`src/hdl/sfs_defines.svh`:
```
// constants of the set-file / rotate / sleep execution unit
// assumes: 16-bit program words, 8-bit data path, 12-bit data address
`ifndef SFS_DEFINES_SVH
`define SFS_DEFINES_SVH

// opcode fields
`define SFS_ROT_PREFIX 6'h10
`define SFS_ROT_MSB 15
`define SFS_ROT_LSB 10
`define SFS_FILL_PREFIX 7'h34
`define SFS_FILL_LSB 9
`define SFS_SLEEP_WORD 16'h0003
`define SFS_DEST_BIT 9
`define SFS_ACCESS_BIT 8

// data values
`define SFS_ALL_ONES 8'hFF
`define SFS_ACCESS_SPLIT 8'h80
`define SFS_ACCESS_LOW_BANK 4'h0
`define SFS_ACCESS_HIGH_BANK 4'hF

// reset values of the power flags and the working register
`define SFS_PWRDN_RESET 1'b1
`define SFS_TIMEOUT_RESET 1'b1
`define SFS_W_RESET 8'h00

`endif

```
`src/hdl/sfs_pkg.sv`:
```
// types of the set-file / rotate / sleep execution unit
// assumes: sfs_defines.svh holds all numeric constants
package sfs_pkg;
    typedef enum logic [1:0] {
        SFS_Q1,
        SFS_Q2,
        SFS_Q3,
        SFS_Q4
    } sfs_phase_e;

    typedef enum logic [1:0] {
        SFS_OP_NONE,
        SFS_OP_ROT,
        SFS_OP_FILL,
        SFS_OP_SLEEP
    } sfs_op_e;
endpackage : sfs_pkg

```
`src/hdl/sfs_exec.sv`:
```
// execution of rotate-right-no-carry, set-file and sleep in four phases
// assumes: fetch presents instr_word while q_phase is Q1 and the core is
// awake; data memory answers a read one clock after dm_rd, same clock
`include "sfs_defines.svh"
`timescale 1ns/1ns
`default_nettype none

// Function
// - rotate right without carry moves every bit one place lower and bit 0 to bit 7, leaving the source alone when the result goes to the working register.
// - the destination bit sends the result to the working register when 0 and back to the file register when 1.
// - set-file writes all ones into the addressed data byte regardless of its old value.
// - set-file is decoded from one 16-bit word with a 7-bit prefix, one bank-access bit and an 8-bit file address.
// - with the bank-access bit at 0 the byte is taken from the access bank, ignoring the bank select register.
// - with the bank-access bit at 1 the byte lies in the bank named by the bank select register.
// - sleep clears the power-down flag, sets the time-out flag, clears the watchdog timer, then stops the oscillator.
// - a wake-up caused by the watchdog clears the time-out flag.
module sfs_exec
    import sfs_pkg::*;
(
    input wire logic clk_sys,
    input wire logic rst,
    input wire logic [15:0] instr_word,
    input wire logic [3:0] bank_select_register,
    input wire logic [7:0] dm_rdata,
    input wire logic wake_watchdog,
    input wire logic wake_other,
    output sfs_phase_e q_phase,
    output logic [11:0] dm_addr,
    output logic dm_rd,
    output logic dm_wr,
    output logic [7:0] dm_wdata,
    output logic [7:0] work_reg,
    output logic status_n,
    output logic status_z,
    output logic power_down_flag,
    output logic time_out_flag,
    output logic watchdog_timer_clear,
    output logic osc_stopped
);

    function automatic sfs_op_e decode_op(input logic [15:0] w);
        if (w == `SFS_SLEEP_WORD)
            decode_op = SFS_OP_SLEEP;
        else if (w[15:`SFS_FILL_LSB] == `SFS_FILL_PREFIX)
            decode_op = SFS_OP_FILL;
        else if (w[`SFS_ROT_MSB:`SFS_ROT_LSB] == `SFS_ROT_PREFIX)
            decode_op = SFS_OP_ROT;
        else
            decode_op = SFS_OP_NONE;
    endfunction : decode_op

    function automatic logic [11:0] bank_addr(input logic a,
                                              input logic [7:0] f,
                                              input logic [3:0] bank);
        if (a)
            bank_addr = {bank, f};
        else if (f < `SFS_ACCESS_SPLIT)
            bank_addr = {`SFS_ACCESS_LOW_BANK, f};
        else
            bank_addr = {`SFS_ACCESS_HIGH_BANK, f};
    endfunction : bank_addr

    function automatic logic [7:0] rot_right(input logic [7:0] v);
        rot_right = {v[0], v[7:1]};
    endfunction : rot_right

    sfs_op_e op_reg;
    logic dest_reg;
    logic [7:0] result_reg;
    sfs_op_e op_next;

    assign op_next = decode_op(instr_word);

    // phase sequencer, frozen in Q1 while the oscillator is stopped
    always_ff @(posedge clk_sys) begin
        if (rst) begin
            q_phase <= SFS_Q1;
        end else if (!osc_stopped) begin
            unique case (q_phase)
                SFS_Q1: q_phase <= SFS_Q2;
                SFS_Q2: q_phase <= SFS_Q3;
                SFS_Q3: q_phase <= SFS_Q4;
                SFS_Q4: q_phase <= SFS_Q1;
            endcase
        end
    end

    // decode in Q1 and address the operand for Q2
    always_ff @(posedge clk_sys) begin
        if (rst) begin
            op_reg <= SFS_OP_NONE;
            dest_reg <= 1'b0;
            dm_addr <= 12'h000;
        end else if (q_phase == SFS_Q1 && !osc_stopped) begin
            op_reg <= op_next;
            dest_reg <= instr_word[`SFS_DEST_BIT];
            dm_addr <= bank_addr(instr_word[`SFS_ACCESS_BIT],
                                 instr_word[7:0], bank_select_register);
        end
    end

    // read strobe stands in Q2; set-file needs no operand but a read is
    // harmless and keeps the data path identical for both
    always_ff @(posedge clk_sys) begin
        if (rst)
            dm_rd <= 1'b0;
        else
            dm_rd <= q_phase == SFS_Q1 && !osc_stopped &&
                     (op_next == SFS_OP_ROT || op_next == SFS_OP_FILL);
    end

    // process data in Q3
    always_ff @(posedge clk_sys) begin
        if (rst) begin
            result_reg <= 8'h00;
        end else if (q_phase == SFS_Q3) begin
            if (op_reg == SFS_OP_FILL)
                result_reg <= `SFS_ALL_ONES;
            else
                result_reg <= rot_right(dm_rdata);
        end
    end

    // status: only the rotate touches n and z
    always_ff @(posedge clk_sys) begin
        if (rst) begin
            status_n <= 1'b0;
            status_z <= 1'b0;
        end else if (q_phase == SFS_Q3 && op_reg == SFS_OP_ROT) begin
            status_n <= dm_rdata[0];
            status_z <= dm_rdata == 8'h00;
        end
    end

    // write to destination in Q4
    always_ff @(posedge clk_sys) begin
        if (rst) begin
            dm_wr <= 1'b0;
            dm_wdata <= 8'h00;
        end else begin
            dm_wr <= q_phase == SFS_Q3 && (op_reg == SFS_OP_FILL ||
                     (op_reg == SFS_OP_ROT && dest_reg));
            if (q_phase == SFS_Q3)
                dm_wdata <= op_reg == SFS_OP_FILL ? `SFS_ALL_ONES
                                                  : rot_right(dm_rdata);
        end
    end

    always_ff @(posedge clk_sys) begin
        if (rst)
            work_reg <= `SFS_W_RESET;
        else if (q_phase == SFS_Q3 && op_reg == SFS_OP_ROT && !dest_reg)
            work_reg <= rot_right(dm_rdata);
    end

    // power flags: the wake edge and the sleep entry never meet, as wake
    // is only honoured while the oscillator is stopped
    always_ff @(posedge clk_sys) begin
        if (rst) begin
            power_down_flag <= `SFS_PWRDN_RESET;
            time_out_flag <= `SFS_TIMEOUT_RESET;
        end else if (q_phase == SFS_Q3 && op_reg == SFS_OP_SLEEP) begin
            power_down_flag <= 1'b0;
            time_out_flag <= 1'b1;
        end else if (osc_stopped && wake_watchdog) begin
            time_out_flag <= 1'b0;
        end
    end

    always_ff @(posedge clk_sys) begin
        if (rst)
            watchdog_timer_clear <= 1'b0;
        else
            watchdog_timer_clear <= q_phase == SFS_Q3 &&
                                    op_reg == SFS_OP_SLEEP;
    end

    always_ff @(posedge clk_sys) begin
        if (rst)
            osc_stopped <= 1'b0;
        else if (osc_stopped && (wake_watchdog || wake_other))
            osc_stopped <= 1'b0;
        else if (q_phase == SFS_Q4 && op_reg == SFS_OP_SLEEP)
            osc_stopped <= 1'b1;
    end
endmodule : sfs_exec

`default_nettype wire

```
`config.mk`:
```
export PLATFORM = sky130hd
export DESIGN_NAME = sfs_exec
export DESIGN_NICKNAME = d
export VERILOG_FILES = /design/src/hdl/sfs_pkg.sv /design/src/hdl/sfs_exec.sv
export VERILOG_INCLUDE_DIRS = /design/src /design/src/hdl
export SDC_FILE = /design/constraint.sdc
export NUM_CORES = 1
export LEC_CHECK = 0
export BUFFER_PORTS_ARGS = -buffer_cell sky130_fd_sc_hd__buf_2
export CAP_MARGIN = 15
export CORE_ASPECT_RATIO = 0.5
export CORE_MARGIN = 10
export CORE_UTILIZATION = 35
export CTS_BUF_LIST = sky130_fd_sc_hd__clkbuf_4 sky130_fd_sc_hd__clkbuf_8
export DETAILED_ROUTE_END_ITERATION = 10
export PLACE_DENSITY = 0.63
export SYNTH_ARGS = -nofsm -noshare
export SYNTH_HDL_FRONTEND = slang
export SYNTH_SLANG_ARGS = --single-unit
```
`constraint.sdc`:
```
create_clock -name clk_sys -period 1.2 [get_ports clk_sys]
set_input_delay 0.06 -clock clk_sys [delete_from_list [all_inputs] [get_ports clk_sys]]
set_output_delay 0.06 -clock clk_sys [all_outputs]
set_load 0.02 [all_outputs]
```
==> metrics.md <==
| Metric | Value |
|---|---|
| Status | `complete, but fails checks` |
| Slowest stage delay, CP | `0.36 ns` |
| Die area | `8020 um2` |
| Largest net degree at the start of global routing | `42` |
| First-pass GRT wire length | `7290 um` |
| Syn Nets | `216` |
| Design area | `2340 um2` |
| H-Tree Depth | `2` |
| Initial antenna violation count | `0` |
| CP bufs+invs | `2` |
| # setup viols final | `21` |
| Max reg flops | `12` |
| DPL Wire Length | `3580 um` |
| Vias after detailed routing | `1539` |
| Drt pass-1 iters | `4` |
| TritonCTS buffer count | `5` |
| Port Buf Inserts | `69` |
| Crit path DAT | `1.48 ns` |
| Req. time, crit path | `1.41 ns` |
| Max Buffers Root-to-Sink | `2` |
| CP top delay family | `simple AND/OR/NAND/NOR gates` |
| Slew Limit Fails | `0` |
| Post-route minimum period | `1.27 ns` |
| Dpl cell area | `2200 um2` |
| Most common cell after layout, fill and taps aside | `buf_2` |
| Flops & latches, synth | `41` |
| Crit share post-route | `1.06` |
| Layout cells sized above 1 | `0.435` |
| Initial core utilization | `0.369` |
| RSZ-0062 raised after global routing | `yes` |
| Crit Path Class | `reg -> reg` |
| CTS tree | `done` |
| Detail Route Antenna Nets | `0` |
| Worst-path clk slew | `0.08 ns` |
| Grt ovf | `0` |
| Worst Setup Slack, final | `-0.0736 ns` |
| Mapped cell area | `1650 um2` |
| Max_slew headroom | `0.793` |
| Clock Sinks | `41` |
| Fin. Hold Viols | `0` |
| Tot Pwr | `4440 uW` |
| Hold Buf Count CTS | `0` |
| Rows | `17` |
| Max Clock Skew | `0.00714 ns` |
| Worst setup SP type | `register` |
| Root Driver | `clkbuf_8` |
| Synth unique cells | `28` |
| Max frequency | `785 MHz` |
| Final net count | `296` |
| Syn Area/Cell | `9.11 um2` |
| Clock Latency Late Sink | `0.29 ns` |
| YS warnings | `0` |
| Worst Hold Class | `in -> reg` |
| WHS | `0.0219 ns` |
| Leakage | `0.00103 uW` |
| Worst Path Max Fanout | `8` |
| Ant. Diodes | `0` |
| Tot GR Track Use | `0.113` |
| Worst-Margin Slew | `0.308 ns` |
| Die Height | `68.5 um` |
| Worst vdd ir | `0.767 mV` |
| DR iter-0 viols | `83` |
| Post-detailed-route wirelength per cell | `14.3 um` |
| Vias in the first global route | `1544` |
| CP Cell Sequence | `inv_2, ha_4, nor2b_4, buf_12, nor2_1, nor3_1` |
| Sequential area share after synthesis | `0.498` |
| Failing checks | `negative setup slack` |
| Commonest cells after routing, fill and taps aside | `buf_2, dfxtp_1, nor2_1` |
| Max cap viols | `0` |
| DRC | `0` |
| CP Capture Type | `register` |
| Total core area | `4470 um2` |
| Total Wirelength | `4560 um` |
| Routability congestion estimate | `0.745` |
| Power per standard cell area | `1890 nW/um2` |
| DR vias/cell | `4.82` |
| Area growth, synth to finish | `42.0%` |
| Post-Synthesis Cells | `181` |
| Slowest cell on crit path | `dfxtp_4` |
| Die width | `117 um` |
| # IOs | `70` |
-- through the flow --
stage	setup TNS, ns	worst slack (ns)	util	std cells
6_report	-0.835	-0.0736	0.524	319
5_1_grt	-2.99	-0.157	0.524	319
4_1_cts	-1.06	-0.0877	0.517	319
3_5_place_dp	-1.11	-0.0904	0.492	311
3_3_place_gp	-0.283	-0.0403	0.492	311
2_1_floorplan	-0.468	-0.0456	-	181
-- final timing paths --
path                                      start  slack [ns]               to  cells after the start
worst max register to register       q_phase[1]       -0.07       dm_addr[8]                      6
worst min-delay path              instr_word[6]        0.02       dm_addr[6]                      3
worst max-delay path                 q_phase[1]       -0.07       dm_addr[8]                      6
worst min register to register  power_down_flag        0.45  power_down_flag                      1
-- Yosys cell counts --
master	instances	area share
dfxtp_1	41	0.50
nor2_1	34	0.077
nand2_1	22	0.050
a211oi_1	14	0.064
a21oi_1	13	0.039
mux2i_1	10	0.061
clkbuf_1	6	0.014
nor3_1	5	0.015
buf_4	4	0.018
ha_1	3	0.023
nor2b_1	3	0.011
a311oi_1	2	0.011
buf_6	2	0.014
inv_1	2	0.0046
nand3b_1	2	0.0091
nand4_1	2	0.0076
nand4b_1	2	0.011
nor4_1	2	0.0076
nor4_2	2	0.015
nor4b_1	2	0.011
a21o_1	1	0.0046
and2b_1	1	0.0046
and4bb_1	1	0.0076
buf_2	1	0.0030
nand2b_1	1	0.0038
nand3_1	1	0.0030
nor3b_1	1	0.0046
nor4b_2	1	0.0091
-- layout make-up --
cell class,instances,area [um2]
multi-input cells,125,815
flip-flops and latches,41,828
inverters,2,10.0
fillers,458,2130
repair buffers,86,531
clock buffers,6,76.3
well taps,57,71.3
clock inverters,2,10.0
-- per-layer routing --
metal / global-route usage / share of wire / wire [um] / vias up
met2: 0.206 / 0.51 / 2320 / 36
met3: 0.0396 / 0.067 / 306 / 4
met5: 0 / 0 / 0 / -
met4: 0.0367 / 0.0092 / 42 / 0
met1: 0.124 / 0.41 / 1880 / 716
li1: - / - / - / 783
-- where the power goes --
| group | switching [uW] | internal (uW) | leakage, uW | total (uW) |
|---|---|---|---|---|
| sequential | 150 | 1600 | 0.000336 | 1750 |
| combinational | 975 | 811 | 0.000645 | 1790 |
| clock | 472 | 426 | 0.0000484 | 898 |
| total | 1600 | 2840 | 0.00103 | 4440 |
-- repair_timing --
item	CTS	global route
gates resized for setup	7	8
pin swaps	4	7
setup buffers	0	1
setup endpoints to repair	25	33
-- logic make-up (layout without fill, tap and decap cells) --
group / Yosys count / after routing / synth area share
adder cells (fa/ha/maj): 3 / 3 / 0.0228
AND/OR/NAND/NOR: 82 / 82 / 0.247
flip-flops: 41 / 41 / 0.498
multiplexers: 10 / 10 / 0.0607
AO/OA/AOI/OAI: 30 / 30 / 0.118
buffers and inverters: 15 / 96 / 0.0531
-- worst register-to-register path: stages (launching register included) --
cell,delay (ns)
dfxtp_4,0.36
inv_2,0.07
ha_4,0.14
nor2b_4,0.28
buf_12,0.17
nor2_1,0.04
nor3_1,0.14
No activity file was read; power rests on OpenSTA's default activity.
